### config.mk
export PLATFORM = sky130hd
export DESIGN_NAME = tnr_device_flat
export DESIGN_NICKNAME = d
export VERILOG_FILES = /design/src/verilog/tnr_pkg.sv /design/src/verilog/tnr_link_if.sv /design/src/verilog/tnr_device.sv /design/src/flat_wrapper.sv
export SDC_FILE = /design/constraint.sdc
export NUM_CORES = 1
export LEC_CHECK = 0
export BUFFER_PORTS_ARGS = -buffer_cell sky130_fd_sc_hd__buf_2
export CAP_MARGIN = 5
export CORE_MARGIN = 2
export CORE_UTILIZATION = 45
export CTS_CLUSTER_SIZE = 14
export DETAILED_ROUTE_END_ITERATION = 6
export HOLD_SLACK_MARGIN = 0.1
export PLACE_DENSITY = 0.71
export REMOVE_ABC_BUFFERS = 1
export SLEW_MARGIN = 25
export SYNTH_ARGS = -nofsm -noshare
export SYNTH_HDL_FRONTEND = slang
export SYNTH_SLANG_ARGS = --single-unit
### constraint.sdc
create_clock -name core_clk_in -period 6.8 [get_ports core_clk_in]
set_clock_uncertainty 0.2 [all_clocks]
set_input_delay 1.7 -clock core_clk_in [delete_from_list [all_inputs] [get_ports core_clk_in]]
set_output_delay 1.7 -clock core_clk_in [all_outputs]
set_load 0.05 [all_outputs]
### src/verilog/tnr_pkg.sv
/*
 * shared constants for the timing nco / resampler control words:
 * control word numbers, field positions, reset values and the host's
 * own avalon register map.
 * assumes both ends and the bench compile this package first.
 */
package tnr_pkg;
    // link, register and field widths
    localparam int ADDR_W  = 5;
    localparam int DATA_W  = 32;
    localparam int FREQ_W  = 32;
    localparam int PHASE_W = 8;
    localparam int DLY_W   = 8;
    localparam int MODE_W  = 3;

    // control word numbers on the link
    localparam logic [ADDR_W-1:0] CW_NCO_CFG    = 5'h0b;
    localparam logic [ADDR_W-1:0] CW_FREQ_HOLD  = 5'h0c;
    localparam logic [ADDR_W-1:0] CW_PHASE_HOLD = 5'h0d;
    localparam logic [ADDR_W-1:0] CW_FREQ_STB   = 5'h0e;
    localparam logic [ADDR_W-1:0] CW_PHASE_STB  = 5'h0f;
    localparam logic [ADDR_W-1:0] CW_RESAMP     = 5'h10;

    // field positions
    localparam int SYNC_EN_BIT  = 5;
    localparam int LOAD_UPD_BIT = 0;
    localparam int DLY_LSB      = 4;
    localparam int DLY_MSB      = 11;
    localparam int BYPASS_BIT   = 3;
    localparam int MODE_LSB     = 0;
    localparam int MODE_MSB     = 2;

    // reset values: zero words, resampler section bypassed
    localparam logic [FREQ_W-1:0]  FREQ_RST   = 32'h0000_0000;
    localparam logic [PHASE_W-1:0] PHASE_RST  = 8'h00;
    localparam logic [DLY_W-1:0]   DLY_RST    = 8'h00;
    localparam logic [MODE_W-1:0]  MODE_RST   = 3'h0;
    localparam logic               BYPASS_RST = 1'b1;

    // pulse delay figures, in processing clocks
    localparam logic [DLY_W-1:0] DLY_ALIAS      = 8'h02;
    localparam logic [DLY_W-1:0] DLY_MAX        = 8'hff;
    localparam logic [DLY_W-1:0] DLY_HOST_MIN   = 8'h05;
    localparam logic [DLY_W-1:0] DLY_SERIAL_MIN = 8'h10;

    // host avalon register byte offsets
    localparam logic [4:0] HR_LINK_ADDR  = 5'h00;
    localparam logic [4:0] HR_LINK_WDATA = 5'h04;
    localparam logic [4:0] HR_COMMAND    = 5'h08;
    localparam logic [4:0] HR_STATUS     = 5'h0c;
    localparam logic [4:0] HR_RDATA      = 5'h10;
    localparam int CMD_WR_BIT   = 0;
    localparam int CMD_RD_BIT   = 1;
    localparam int ST_BUSY_BIT  = 0;
    localparam int ST_REFUS_BIT = 1;

    // pulse scheduler and host states
    typedef enum logic [0:0] {
        TNR_P_IDLE  = 1'b0,
        TNR_P_SPACE = 1'b1
    } tnr_pulse_st_t;
    typedef enum logic [0:0] {
        TNR_H_IDLE   = 1'b0,
        TNR_H_RDWAIT = 1'b1
    } tnr_host_st_t;
endpackage

### src/verilog/tnr_link_if.sv
/*
 * control word link between host controller and device end.
 * assumes both ends run on the same processing clock; the bench
 * instantiates it and joins the two ends.
 */
`timescale 1ns/1ns
`default_nettype none
interface tnr_link_if;
    logic                      wr;
    logic                      rd;
    logic [tnr_pkg::ADDR_W-1:0] addr;
    logic [tnr_pkg::DATA_W-1:0] wdata;
    logic [tnr_pkg::DATA_W-1:0] rdata;
    logic                      rvalid;

    // device end receives orders, returns read data
    modport dev (input wr, rd, addr, wdata, output rdata, rvalid);
    // host end issues orders
    modport host (output wr, rd, addr, wdata, input rdata, rvalid);
endinterface
`default_nettype wire

### src/verilog/tnr_device.sv
/*
 * device end: timing nco and resampler control word registers.
 * assumes one-cycle link pulses on the processing clock; the sync
 * pin is asynchronous.
 */
// Chosen here: the placing of the registers and the Avalon-MM register port.
//
// Contract
// - all control words act on processing clock
// - hold 32-bit centre frequency word, msb 31
// - frequency strobe write copies hold to active
// - enabled sync loads frequency and phase actives
// - hold 8-bit phase offset, msb 7
// - phase strobe write copies hold to active
// - pulse delay field spaces extra outputs
// - delay value two means 255 clocks
// - x2 gives one extra, x4 three
// - host programs delay as clock/rate minus one
// - host programs pulse delay at least five; tnr_host also passes delay two, the 255 alias
// - delay under sixteen may preempt serial word
// - bypass bit skips whole resampling section
// - mode bits enable hb2, hb1, resampler
// - load-on-update also zeroes phase accumulator
`timescale 1ns/1ns
`default_nettype none
module tnr_device (
    // clock and reset
    input  wire logic                   core_clk_in,
    input  wire logic                   nrst_in,
    // control word link
    tnr_link_if.dev                     link,
    // external timing sync pin
    input  wire logic                   timing_sync_input_in,
    // resampler input sample timing
    input  wire logic                   sample_strobe_in,
    // active nco words
    output logic [tnr_pkg::FREQ_W-1:0]  active_freq_out,
    output logic [tnr_pkg::PHASE_W-1:0] active_phase_out,
    output logic                        phase_acc_zero_out,
    // resampler configuration
    output logic                        section_bypass_out,
    output logic                        resampler_en_out,
    output logic                        first_interp_halfband_en_out,
    output logic                        second_interp_halfband_en_out,
    output logic                        mode_valid_out,
    output logic [tnr_pkg::DLY_W-1:0]   pulse_spacing_out,
    output logic                        delay_invalid_out,
    output logic                        serial_preempt_risk_out,
    // interpolated output pulses
    output logic                        out_pulse_out
);
    import tnr_pkg::*;

    logic [FREQ_W-1:0]  freq_hold;
    logic [PHASE_W-1:0] phase_hold;
    logic               sync_en;
    logic               load_on_upd;
    logic [DLY_W-1:0]   pulse_dly;
    logic               bypass;
    logic [MODE_W-1:0]  mode;
    logic [2:0]         sync_ff;
    logic               sync_lvl;
    logic               sync_pulse;
    logic               freq_stb;
    logic               phase_stb;
    logic               sync_load;
    tnr_pulse_st_t      pulse_st;
    logic [DLY_W-1:0]   space_cnt;
    logic [1:0]         extras_left;

    // write decode for one control word
    function automatic logic cw_hit(input logic [ADDR_W-1:0] a,
                                    input logic [ADDR_W-1:0] cw);
        return a == cw;
    endfunction

    // valid filter mode codes
    function automatic logic mode_ok(input logic [MODE_W-1:0] m);
        return m inside {3'h1, 3'h2, 3'h3, 3'h6, 3'h7};
    endfunction

    // programmed delay to real spacing
    function automatic logic [DLY_W-1:0] eff_delay(
        input logic [DLY_W-1:0] d);
        return (d == DLY_ALIAS) ? DLY_MAX : d;
    endfunction

    // extra outputs per input sample
    function automatic logic [1:0] extra_count(input logic byp,
                                               input logic [MODE_W-1:0] m);
        if (byp || !mode_ok(m)) begin
            return 2'h0;
        end
        return m[2] ? 2'h3 : {1'b0, m[1]};
    endfunction

    // strobe writes carry no data; any value fires
    assign freq_stb  = link.wr && cw_hit(link.addr, CW_FREQ_STB);
    assign phase_stb = link.wr && cw_hit(link.addr, CW_PHASE_STB);
    assign sync_load = sync_pulse && sync_en;

    // sync pin: three flops, level taken when last two agree
    always_ff @(posedge core_clk_in or negedge nrst_in) begin
        if (!nrst_in) begin
            sync_ff    <= 3'h0;
            sync_lvl   <= 1'b0;
            sync_pulse <= 1'b0;
        end else begin
            sync_ff <= {sync_ff[1:0], timing_sync_input_in};
            if (sync_ff[1] == sync_ff[2]) begin
                sync_lvl <= sync_ff[2];
            end
            // rising edge of the settled level, one cycle
            sync_pulse <= sync_ff[1] && sync_ff[2] && !sync_lvl;
        end
    end

    // holding registers; reserved bits simply not stored
    always_ff @(posedge core_clk_in or negedge nrst_in) begin
        if (!nrst_in) begin
            freq_hold   <= FREQ_RST;
            phase_hold  <= PHASE_RST;
            sync_en     <= 1'b0;
            load_on_upd <= 1'b0;
        end else if (link.wr) begin
            if (cw_hit(link.addr, CW_FREQ_HOLD)) begin
                freq_hold <= link.wdata[FREQ_W-1:0];
            end
            if (cw_hit(link.addr, CW_PHASE_HOLD)) begin
                phase_hold <= link.wdata[PHASE_W-1:0];
            end
            if (cw_hit(link.addr, CW_NCO_CFG)) begin
                sync_en     <= link.wdata[SYNC_EN_BIT];
                load_on_upd <= link.wdata[LOAD_UPD_BIT];
            end
        end
    end

    // resampler control word
    always_ff @(posedge core_clk_in or negedge nrst_in) begin
        if (!nrst_in) begin
            pulse_dly <= DLY_RST;
            bypass    <= BYPASS_RST;
            mode      <= MODE_RST;
        end else if (link.wr && cw_hit(link.addr, CW_RESAMP)) begin
            pulse_dly <= link.wdata[DLY_MSB:DLY_LSB];
            bypass    <= link.wdata[BYPASS_BIT];
            mode      <= link.wdata[MODE_MSB:MODE_LSB];
        end
    end

    // active nco words; sync load sees the hold value before this edge
    always_ff @(posedge core_clk_in or negedge nrst_in) begin
        if (!nrst_in) begin
            active_freq_out    <= FREQ_RST;
            active_phase_out   <= PHASE_RST;
            phase_acc_zero_out <= 1'b0;
        end else begin
            if (freq_stb || sync_load) begin
                active_freq_out <= freq_hold;
            end
            if (phase_stb || sync_load) begin
                active_phase_out <= phase_hold;
            end
            // phase strobe alone is no frequency update
            phase_acc_zero_out <= load_on_upd && (freq_stb || sync_load);
        end
    end

    // decoded configuration, one cycle behind the word
    always_ff @(posedge core_clk_in or negedge nrst_in) begin
        if (!nrst_in) begin
            section_bypass_out            <= BYPASS_RST;
            resampler_en_out              <= 1'b0;
            first_interp_halfband_en_out  <= 1'b0;
            second_interp_halfband_en_out <= 1'b0;
            mode_valid_out                <= 1'b0;
            pulse_spacing_out             <= DLY_RST;
            delay_invalid_out             <= 1'b0;
            serial_preempt_risk_out       <= 1'b0;
        end else begin
            section_bypass_out <= bypass;
            // invalid codes enable nothing rather than half a chain
            {second_interp_halfband_en_out, first_interp_halfband_en_out,
             resampler_en_out} <= (!bypass && mode_ok(mode)) ?
                                  mode : 3'h0;
            mode_valid_out    <= bypass || mode_ok(mode);
            pulse_spacing_out <= eff_delay(pulse_dly);
            delay_invalid_out <= pulse_dly < DLY_ALIAS;
            serial_preempt_risk_out <= eff_delay(pulse_dly) <
                                       DLY_SERIAL_MIN;
        end
    end

    // output pulses: first on the sample, extras each spacing clocks
    always_ff @(posedge core_clk_in or negedge nrst_in) begin
        if (!nrst_in) begin
            pulse_st      <= TNR_P_IDLE;
            space_cnt     <= 8'h00;
            extras_left   <= 2'h0;
            out_pulse_out <= 1'b0;
        end else begin
            out_pulse_out <= 1'b0;
            if (sample_strobe_in && !bypass && mode_ok(mode)) begin
                // a new sample restarts the burst; invalid delay: no extras
                out_pulse_out <= 1'b1;
                space_cnt     <= 8'h01;
                extras_left   <= extra_count(bypass, mode);
                if (extra_count(bypass, mode) != 2'h0 &&
                    pulse_dly >= DLY_ALIAS) begin
                    pulse_st <= TNR_P_SPACE;
                end else begin
                    pulse_st <= TNR_P_IDLE;
                end
            end else begin
                case (pulse_st)
                    TNR_P_IDLE: begin
                        space_cnt <= 8'h00;
                    end
                    TNR_P_SPACE: begin
                        if (space_cnt == eff_delay(pulse_dly)) begin
                            out_pulse_out <= 1'b1;
                            space_cnt     <= 8'h01;
                            extras_left   <= extras_left - 2'h1;
                            if (extras_left == 2'h1) begin
                                pulse_st <= TNR_P_IDLE;
                            end
                        end else begin
                            space_cnt <= space_cnt + 8'h01;
                        end
                    end
                    default: begin
                        pulse_st <= TNR_P_IDLE;
                    end
                endcase
            end
        end
    end

    // read back; strobes and unmapped words read zero
    always_ff @(posedge core_clk_in or negedge nrst_in) begin
        if (!nrst_in) begin
            link.rvalid <= 1'b0;
            link.rdata  <= 32'h0000_0000;
        end else begin
            link.rvalid <= link.rd;
            link.rdata  <= 32'h0000_0000;
            if (link.rd) begin
                case (link.addr)
                    CW_NCO_CFG: begin
                        link.rdata[SYNC_EN_BIT]  <= sync_en;
                        link.rdata[LOAD_UPD_BIT] <= load_on_upd;
                    end
                    CW_FREQ_HOLD: begin
                        link.rdata <= freq_hold;
                    end
                    CW_PHASE_HOLD: begin
                        link.rdata[PHASE_W-1:0] <= phase_hold;
                    end
                    CW_RESAMP: begin
                        link.rdata[DLY_MSB:DLY_LSB]   <= pulse_dly;
                        link.rdata[BYPASS_BIT]        <= bypass;
                        link.rdata[MODE_MSB:MODE_LSB] <= mode;
                    end
                    default: begin
                    end
                endcase
            end
        end
    end
endmodule
`default_nettype wire

### src/flat_wrapper.sv
// flat-port wrapper written by rule: the top's interface ports become plain ports
module tnr_device_flat import tnr_pkg::*;
  (core_clk_in, nrst_in, timing_sync_input_in, sample_strobe_in, active_freq_out, active_phase_out, phase_acc_zero_out, section_bypass_out, resampler_en_out, first_interp_halfband_en_out, second_interp_halfband_en_out, mode_valid_out, pulse_spacing_out, delay_invalid_out, serial_preempt_risk_out, out_pulse_out, link_wr, link_rd, link_addr, link_wdata, link_rdata, link_rvalid);
  tnr_link_if link_i ();
  input  wire logic core_clk_in;
  input  wire logic nrst_in;
  input  wire logic timing_sync_input_in;
  input  wire logic sample_strobe_in;
  output logic [tnr_pkg::FREQ_W-1:0] active_freq_out;
  output logic [tnr_pkg::PHASE_W-1:0] active_phase_out;
  output logic phase_acc_zero_out;
  output logic section_bypass_out;
  output logic resampler_en_out;
  output logic first_interp_halfband_en_out;
  output logic second_interp_halfband_en_out;
  output logic mode_valid_out;
  output logic [tnr_pkg::DLY_W-1:0] pulse_spacing_out;
  output logic delay_invalid_out;
  output logic serial_preempt_risk_out;
  output logic out_pulse_out;
  input wire logic [$bits(link_i.wr)-1:0] link_wr;
  input wire logic [$bits(link_i.rd)-1:0] link_rd;
  input wire logic [$bits(link_i.addr)-1:0] link_addr;
  input wire logic [$bits(link_i.wdata)-1:0] link_wdata;
  output wire logic [$bits(link_i.rdata)-1:0] link_rdata;
  output wire logic [$bits(link_i.rvalid)-1:0] link_rvalid;
  assign link_i.wr = link_wr;
  assign link_i.rd = link_rd;
  assign link_i.addr = link_addr;
  assign link_i.wdata = link_wdata;
  assign link_rdata = link_i.rdata;
  assign link_rvalid = link_i.rvalid;
  tnr_device u_core (.core_clk_in(core_clk_in), .nrst_in(nrst_in), .link(link_i), .timing_sync_input_in(timing_sync_input_in), .sample_strobe_in(sample_strobe_in), .active_freq_out(active_freq_out), .active_phase_out(active_phase_out), .phase_acc_zero_out(phase_acc_zero_out), .section_bypass_out(section_bypass_out), .resampler_en_out(resampler_en_out), .first_interp_halfband_en_out(first_interp_halfband_en_out), .second_interp_halfband_en_out(second_interp_halfband_en_out), .mode_valid_out(mode_valid_out), .pulse_spacing_out(pulse_spacing_out), .delay_invalid_out(delay_invalid_out), .serial_preempt_risk_out(serial_preempt_risk_out), .out_pulse_out(out_pulse_out));
endmodule
Word level (Yosys, flattened, before mapping) --
Cells that the tools add are included.
Cells by class: shift operators 0, multiply operators 0, bitwise operators 1, equality and inequality tests 15, magnitude comparators 3, reductions and logical operators 26, add/sub/neg operators 2, divide/modulo/power cells 0, multiplexer cells 29
Operator list (number):
- 32-bit two-way mux | 1
- 5-bit by 4-bit equality test with 1-bit output, second input constant | 5
- 8-bit two-way mux | 3
- 20-bit two-way mux | 1
- 8-bit case mux with 2 select lines | 1
- 2-bit two-way mux | 7
- 4-bit case mux with 3 select lines | 1
- 1-bit logical AND | 11
- 1-bit two-way mux | 10
- 8-bit by 1-bit adder with 8-bit output, second input constant | 1
- 8-bit by 2-bit equality test with 1-bit output, second input constant | 1
- 8-bit equality test | 1
- 8-bit by 2-bit greater-or-equal comparator with 1-bit output, second input constant | 1
- 8-bit by 2-bit < comparator with 1-bit output, second input constant | 1
- 8-bit by 5-bit < comparator with 1-bit output, second input constant | 1
- 1-bit case mux with 4 select lines | 2
- 4-bit case mux with 2 select lines | 1
- 2-bit AND reduction | 4
- 3-bit by 2-bit equality test with 1-bit output, second input constant | 2
- 3-bit equality test, second input constant | 2
- 2-bit case mux with 3 select lines | 1
- 2-bit nonzero test | 3
- 5-bit equality test, second input constant | 1
- 5-bit nonzero test | 1
- other kinds (8) | 13
Word-level totals: RAM bits 0, memories kept 0, input bits 43, output and inout bits 90, bits in latches 0, logic and storage cells 103, bits in registers 160, memory bits (read-only) 0

Depth between registers and ports, before layout --
Gate-level depths: netlist of the first run.
depth in word-level cells 12, mapped depth 8

Worst setup path after synthesis of the first run --
OpenSTA, ideal clock, no wires.
path kind input -> register, from in link_addr[3], to reg u_core.active_freq_out[0] (netlist bit), data required time 6.475 ns, arrival 3.244 ns, path buffers 1, slack 3.231 ns, setup time 0.125 ns, stages 5, cell sequence nor2b_1 > nand2_1 > o31ai_1 > clkbuf_1 > mux2_2
Between the ends: cells in the longest elaborated chain, start to end 3
RTL lines:
- start, declared | RTL line flat_wrapper.sv:23 | input wire logic [$bits(link_i.addr)-1:0] link_addr;
- 5-bit by 4-bit equality test with 1-bit output | RTL line tnr_device.sv:74 | return a == cw;
- 1-bit logical AND | RTL line tnr_device.sv:98 | assign freq_stb = link.wr && cw_hit(link.addr, CW_FREQ_STB);
- 1-bit logical OR | RTL line tnr_device.sv:159 | if (freq_stb || sync_load) begin
- end signal, assigned | RTL line tnr_device.sv:160 | active_freq_out <= freq_hold;
- end, declared | RTL line tnr_device.sv:37 | output logic [tnr_pkg::FREQ_W-1:0] active_freq_out,
No other way between the ends. A chain may end at the register's enable or synchronous reset.

Worst setup path after layout of the first run --
from in link_addr[4], to reg u_core.freq_hold[17]
Between the ends: cells in the longest elaborated chain, start to end 2
RTL lines:
- 5-bit by 4-bit equality test with 1-bit output | RTL line tnr_device.sv:74
- 2-bit AND reduction (no source line)
- end signal, assigned | RTL line tnr_device.sv:127 | freq_hold <= link.wdata[FREQ_W-1:0];
- end, declared | RTL line tnr_device.sv:54 | logic [FREQ_W-1:0] freq_hold;
No other way between the ends.

==> results of run 1 <==
==> Yosys cell counts, types with 2 or more instances <==
cell / number / area, um^2
ha_1: 3 / 37.5
nand2b_1: 6 / 37.5
mux2_2: 96 / 1080
dfstp_2: 2 / 52.6
and2_1: 3 / 18.8
nor4_4: 2 / 42.5
o21ai_0: 2 / 10.0
o211ai_1: 2 / 15.0
nor2_1: 21 / 78.8
xor2_1: 5 / 43.8
o21ai_1: 3 / 15.0
nand3_1: 8 / 40.0
clkbuf_1: 12 / 45.0
nand2_1: 18 / 67.6
a222oi_1: 8 / 80.1
a22oi_1: 4 / 30.0
or2b_1: 2 / 15.0
and3_1: 22 / 138
nor2b_1: 9 / 56.3
dfrtp_1: 158 / 3950
nor3_1: 4 / 20.0
buf_1: 4 / 15.0
inv_1: 7 / 26.3
a21oi_1: 4 / 20.0
xnor2_1: 5 / 43.8
==> power by group <==
group	leakage, nW	internal [mW]	switching [mW]
clock network	0.324	0.691	0.353
logic	1.55	0.248	0.558
registers	2.10	1.14	0.129
==> cell type report <==
type / count / area [um^2]
fillers: 1087 / 5630
flip-flops and latches: 160 / 4010
multi-input cells: 245 / 2100
repair buffers: 136 / 699
clock buffers: 23 / 488
well taps: 176 / 220
clock inverters: 9 / 176
inverters: 7 / 26.3
==> registers in the layout, summed over array words and instances (netlist names), 2 cells and up <==
name,count
u_core.active_freq_out,32
u_core.freq_hold,32
u_core.link.rdata,32
u_core.active_phase_out,8
u_core.phase_hold,8
u_core.pulse_dly,8
u_core.pulse_spacing_out,8
u_core.space_cnt,8
u_core.mode,3
u_core.sync_ff,3
u_core.extras_left,2
==> metal layers <==
layer | up-vias | GRT usage, % | wire length (um)
li1 | 1794 | - | -
met1 | 2013 | 24.7 | 5720
met2 | 123 | 30.8 | 6530
met3 | 25 | 4.70 | 746
met4 | 0 | 7.61 | 301
met5 | - | 0 | 0
==> stage by stage <==
stage / instances / worst slack [ns]
final: 756 / 3.22
after global routing: 756 / 3.10
after CTS: 756 / 3.02
after detailed placement: 724 / 2.62
after global placement: 724 / 2.76
after floorplan: 412 / 1.56
==> logic make-up (layout without fill, tap and decap cells) <==
family,count (synthesis),after routing,share of synthesized area [%]
AND/OR/NAND/NOR,103,103,9.68
multiplexers,97,97,17.7
flip-flops,160,160,64.9
AO/OA/AOI/OAI,32,32,4.15
buffers and inverters,25,175,1.60
XOR/XNOR,10,10,1.42
adder cells (fa/ha/maj),3,3,0.608
==> worst max-delay path, delay by kind of cell <==
family        cells  cell delay (ns)
simple gates      4             0.77
buf+inv           3             0.84
mux               1             0.33
==> worst max path at each step <==
| stage | from | endpoint | slack [ns] | depth (start not counted) |
|---|---|---|---|---|
| floorplan | link_addr[3] | u_core.active_freq_out[0]$_DFFE_PN0N_ | 1.56 | 4 |
| global placement | link_addr[2] | u_core.pulse_dly[7]$_DFFE_PN0P_ | 2.76 | 6 |
| detailed placement | link_addr[2] | u_core.mode[0]$_DFFE_PN0P_ | 2.62 | 6 |
| CTS | link_addr[2] | u_core.pulse_dly[3]$_DFFE_PN0P_ | 3.02 | 6 |
| global route | link_addr[3] | u_core.freq_hold[23]$_DFFE_PN0P_ | 3.10 | 8 |
| finish | link_addr[4] | u_core.freq_hold[17]$_DFFE_PN0P_ | 3.22 | 8 |
==> metrics.yaml, run 1 <==
detailed_routing:
  vias: 3955
  ant_nets: 0
  first_pass_iters: 7
  routed_via_density: 5.23
  wirelength_um: 13300
  wl_per_cell_um: 17.6
  drc_errors: 0
  drtIter0Drc: 204
final_layout:
  diodes: 0
  final_cell_mix: "dfrtp_1, buf_2, mux2_2"
  stdcell_area_um2: 7720
  final_common_cell: "dfrtp_1"
  layout-drive-gt1-share_pct: 47.2
  area_growth_pct: 25.0
  fin_util_pct: 57.8
  nNetsFinal: 613
synth:
  syn_area_per_cell_um2: 14.4
  synth_edf_count: 0
  ys_ff_latch: 160
  yosys_warnings: 0
  netlist_area_um2: 6180
  synthDistinctLibCells: 45
  synth_ff_type: "dfrtp_1"
  syn_inst: 430
  synth_seq_area_share_pct: 64.9
  async_reset_ff_share_pct: 100
floorplanning:
  dieHeight_um: 121
  pin_count: 133
  die_x_um: 121
  core_area_um2: 13300
  rows: 42
  die_area_um2: 14700
  start_util_pct: 46.3
timing:
  whs_ns: 0.149
  max_slew_margin_pct: 39.6
  fmax_mhz: 279
  finalSetupViolCount: 0
  slew_violations: 0
  rsz0062_at_grt: "false"
  tightest_slew_ns: 0.899
  period_share_pct: 52.6
  tns_ns: 0
  period_needed_ns: 3.58
  hold_viol: 0
worst_setup_path:
  ff2ff_path_depth: 6
  worst_ep_required_time_ns: 6.89
  r2r_start: "u_core.pulse_dly[7]$_DFFE_PN0P_"
  path_class: "primary input to flip-flop"
  endpoint_kind: "flip-flop"
  slowest_delay_ns: 0.39
  critical_path_arrival_ns: 3.67
  r2r_end: "u_core.space_cnt[6]$_DFF_PN0_"
  timing.reg2reg.setup_slack_ns: 4.01
  cp_cell_sequence: "buf_2 > nor2b_1 > nand2_1 > nor3_2 > buf_4 > nand2_1 > buf_4 > mux2_2"
  cp-start-kind: "primary input"
  worstPathMaxFanout: 33
  cp_slowest_cell: "buf_4"
power_and_ir_drop:
  ir_drop_mv: 0.222
  powerDensity_nw_per_um2: 404
  leakagePower_nw: 3.98
  totalPowerFinal_mw: 3.12
worst_hold_path:
  min_from: "u_core.sync_ff[0]$_DFF_PN0_"
  whs_endpoint: "u_core.sync_ff[1]$_DFF_PN0_"
  worstHoldPathCells: 0
  hold_path.class: "flip-flop to flip-flop"
placed_design:
  dp_hpwl_um: 8970
  io_buffers: 132
  placed_cell_area_um2: 7040
  gp_congestion: 0.825
clock_tree:
  clock-sinks: 160
  clk_pin_slew_ns: 0.06
  clk_latency_ns: 0.41
  cts.path.max_buffers: 2
  cts_setup_buffers: 0
  htree_num_levels: 4
  cts_resized: 0
  cts_tree: "yes"
  ctsHoldBuffers: 0
  cts_root_buffer: "clkbuf_16"
  cts_buffers: 17
grt:
  grt_max_degree: 106
  grt_pass1_vias: 4056
  grt_overflow_total: 0
  grt_usage_pct: 19.0
  grt_pass1_wl_um: 21100
  antenna_found_initial: 0
run_status:
  status: "finished, final reports clean"
run:
  drv_cap: 0
Note: power is estimated with default switching activity, not from simulation.
==> run 2, diff against run 1 <==
--- a/config.mk
+++ b/config.mk
@@ -5,6 +5,7 @@
 export SDC_FILE = /design/constraint.sdc
 export NUM_CORES = 1
 export LEC_CHECK = 0
+export ABC_AREA = 1
 export BUFFER_PORTS_ARGS = -buffer_cell sky130_fd_sc_hd__buf_2
 export CAP_MARGIN = 5
 export CORE_MARGIN = 2
==> constraint.sdc (replaced) <==
create_clock -name core_clk_in -period 3.5 [get_ports core_clk_in]
set_clock_uncertainty 0.2 [all_clocks]
set_input_delay 0.875 -clock core_clk_in [delete_from_list [all_inputs] [get_ports core_clk_in]]
set_output_delay 0.875 -clock core_clk_in [all_outputs]
set_load 0.05 [all_outputs]
==> run 2 against run 1 <==
Compared with the run above: combinational power up 120%; non-clock buffer count up 1; hold slack about the same; critical path depth up 2; power up 94%; core utilization down 0.67 points; clock-buffer cell count down 2; critical path type unchanged; largest cell class unchanged.
==> metrics.yaml, run 2 <==
synth:
  yosys.area.top_type: "dfrtp_1"  # unchanged
  synth_top_area_share_pct: 64.0  # about the same
  async_reset_ff_share_pct: 100  # unchanged
  yosys_warnings: 0  # unchanged
  synth_ff_type: "dfrtp_1"  # unchanged
  syn_inst: 627  # was 430
  synth_seq_area_share_pct: 64.8  # was 64.9%
  yosys-top-cells-area: "dfrtp_1, nand2_1, o21ai_1"  # was dfrtp_1, mux2_2, and3_1
  synthDistinctLibCells: 35  # was 45
  synth_edf_count: 0  # unchanged
  syn_area_per_cell_um2: 9.86  # was 14.4 um^2
  netlist_area_um2: 6180  # about the same
  ys_ff_latch: 160  # unchanged
  synthTopCellsByCount: "dfrtp_1, nand2_1, inv_1"  # was dfrtp_1, mux2_2, and3_1
grt:
  antenna_found_initial: 0  # unchanged
  grt_usage_pct: 19.8  # was 19.0%
  grt_overflow_total: 0  # unchanged
  grt_pass1_vias: 4548  # was 4,056
  grt_max_degree: 68  # was 106
  grt_pass1_wl_um: 22400  # was 21,100 um
detailed_routing:
  wirelength_um: 14100  # was 13,300 um
  ant_nets: 0  # unchanged
  wl_per_cell_um: 14.8  # was 17.6 um
  drtIter0Drc: 345  # was 204
  vias: 4596  # was 3,955
  drc_errors: 0  # unchanged
  routed_via_density: 4.84  # was 5.23
  first_pass_iters: 4  # was 7
run_status:
  status: "finished, final reports clean"  # unchanged
floorplanning:
  start_util_pct: 46.3  # about the same
  rows: 42  # unchanged
  pin_count: 133  # unchanged
  die_x_um: 121  # about the same
  core_area_um2: 13300  # unchanged
  dieHeight_um: 121  # about the same
  die_area_um2: 14700  # about the same
final_layout:
  stdcell_area_um2: 7630  # was 7720 um^2
  final_cell_mix: "dfrtp_1, nand2_1, buf_2"  # was dfrtp_1, buf_2, mux2_2
  fillers: 1158  # was 1,087
  layout-drive-gt1-share_pct: 26.9  # was 47.2%
  area_growth_pct: 23.4  # was 25.0%
  reg.largest.list: "u_core.active_freq_out (32), u_core.freq_hold (32), u_core.link.rdata (32)"  # unchanged
  fin_util_pct: 57.1  # was 57.8%
  final_common_cell: "dfrtp_1"  # unchanged
  diodes: 0  # unchanged
  nNetsFinal: 807  # was 613
clock_tree:
  cts_buffers: 17  # unchanged
  cts_tree: "yes"  # unchanged
  clock-sinks: 160  # unchanged
  cts.path.max_buffers: 2  # unchanged
  clk_pin_slew_ns: 0.07  # was 0.06 ns
  cts_resized: 0  # unchanged
  clk_latency_ns: 0.42  # was 0.41 ns
  cts_setup_buffers: 0  # unchanged
  htree_num_levels: 4  # unchanged
  ctsHoldBuffers: 0  # unchanged
  cts_root_buffer: "clkbuf_16"  # unchanged
worst_setup_path:
  worstPathMaxFanout: 40  # was 33
  path_class: "primary input to flip-flop"  # unchanged
  worst_ep_required_time_ns: 3.58  # was 6.89 ns
  cp_slowest_cell: "buf_4"  # unchanged
  crit_buf_inv: 4  # was 3
  endpoint_kind: "flip-flop"  # unchanged
  cp_cell_sequence: "buf_2 > nor2_1 > nand2_1 > inv_2 > nand3_1 > inv_2 > nand2_2 > buf_4 > nor2_1 > a21oi_1"  # was buf_2 > nor2b_1 > nand2_1 > nor3_2 > buf_4 > nand2_1 > buf_4 > mux2_2
  critical_path_arrival_ns: 2.45  # was 3.67 ns
  slowest_delay_ns: 0.37  # was 0.39 ns
  cp-start-kind: "primary input"  # unchanged
  cp_top_family: "buffers and inverters"  # unchanged
timing:
  tightest_slew_ns: 0.813  # was 0.899 ns
  finalSetupViolCount: 0  # unchanged
  fin_ws_ns: 1.12  # was 3.22 ns
  rsz0062_at_grt: "false"  # unchanged
  period_needed_ns: 2.38
  fmax_mhz: 421
  max_slew_margin_pct: 45.7  # was 39.6%
  period_share_pct: 67.9
  hold_viol: 0  # unchanged
  slew_violations: 0  # unchanged
  tns_ns: 0  # unchanged
power_and_ir_drop:
  ir_drop_mv: 0.349  # was 0.222 mV
  leakagePower_nw: 4.19  # was 3.98 nW
  totalPowerFinal_mw: 6.04  # was 3.12 mW
  powerDensity_nw_per_um2: 792  # was 404 nW/um^2
placed_design:
  dpl_worst_slack_ns: 0.712  # was 2.62 ns
  dp_hpwl_um: 9650  # was 8970 um
  gp_congestion: 0.869  # was 0.825
  io_buffers: 132  # unchanged
  placed_cell_area_um2: 7030  # was 7040 um^2
run:
  drv_cap: 0  # unchanged
worst_hold_path:
  hold_path.class: "flip-flop to flip-flop"  # unchanged
==> run 2: layout make-up <==
class                      instances  area (um^2)  area share (%)
timing repair buffer             137          717            9.40
clock buffer                      21          470            6.17
sequential                       160         4010            52.5
tap                              176          220            2.89
multi-input combinational        368         1800            23.6
clock inverter                    10          125            1.64
inverter                          77          289            3.79
==> run 2: routing by layer <==
layer | routed length [um] | global-route usage (%)
met1 | 6380 | 27.0
met2 | 6680 | 32.0
met3 | 808 | 3.81
met4 | 196 | 6.68
met5 | 0 | 0
==> run 2: per-stage QoR <==
step | instances | hold WS (ns)
finish | 949 | 0.149
global route | 949 | 0.154
CTS | 949 | 0.150
detailed placement | 918 | 0.135
global placement | 918 | 0.134
floorplan | 605 | 0.131
==> run 2: power breakdown <==
group	internal [mW]	leakage [nW]	switching, mW
combinational	0.412	1.87	1.34
clock	1.11	0.291	0.733
sequential	2.22	2.03	0.215
total	3.75	4.19	2.29
==> run 2: logic make-up after synthesis <==
logic type      share of synthesized area [%]
compound gates                           8.24
xor+xnor                                0.708
fa+ha+maj                               0.607
simple gates                             17.9
flops                                    64.8
buf+inv                                  6.15
mux                                      1.64
==> run 2: path summary, 6_finish.rpt <==
kind	cells past startpoint	end	from	slack [ns]
max	10	u_core.freq_hold[25]$_DFFE_PN0P_	link_addr[4]	1.12
min	0	u_core.sync_ff[1]$_DFF_PN0_	u_core.sync_ff[0]$_DFF_PN0_	0.15
max reg2reg	13	u_core.space_cnt[5]$_DFF_PN0_	u_core.pulse_dly[6]$_DFFE_PN0P_	1.32
min reg2reg	0	u_core.sync_ff[1]$_DFF_PN0_	u_core.sync_ff[0]$_DFF_PN0_	0.15
max in group asynchronous	2	u_core.freq_hold[23]$_DFFE_PN0P_	nrst_in	1.98
min in group asynchronous	1	u_core.active_freq_out[30]$_DFFE_PN0N_	nrst_in	0.25
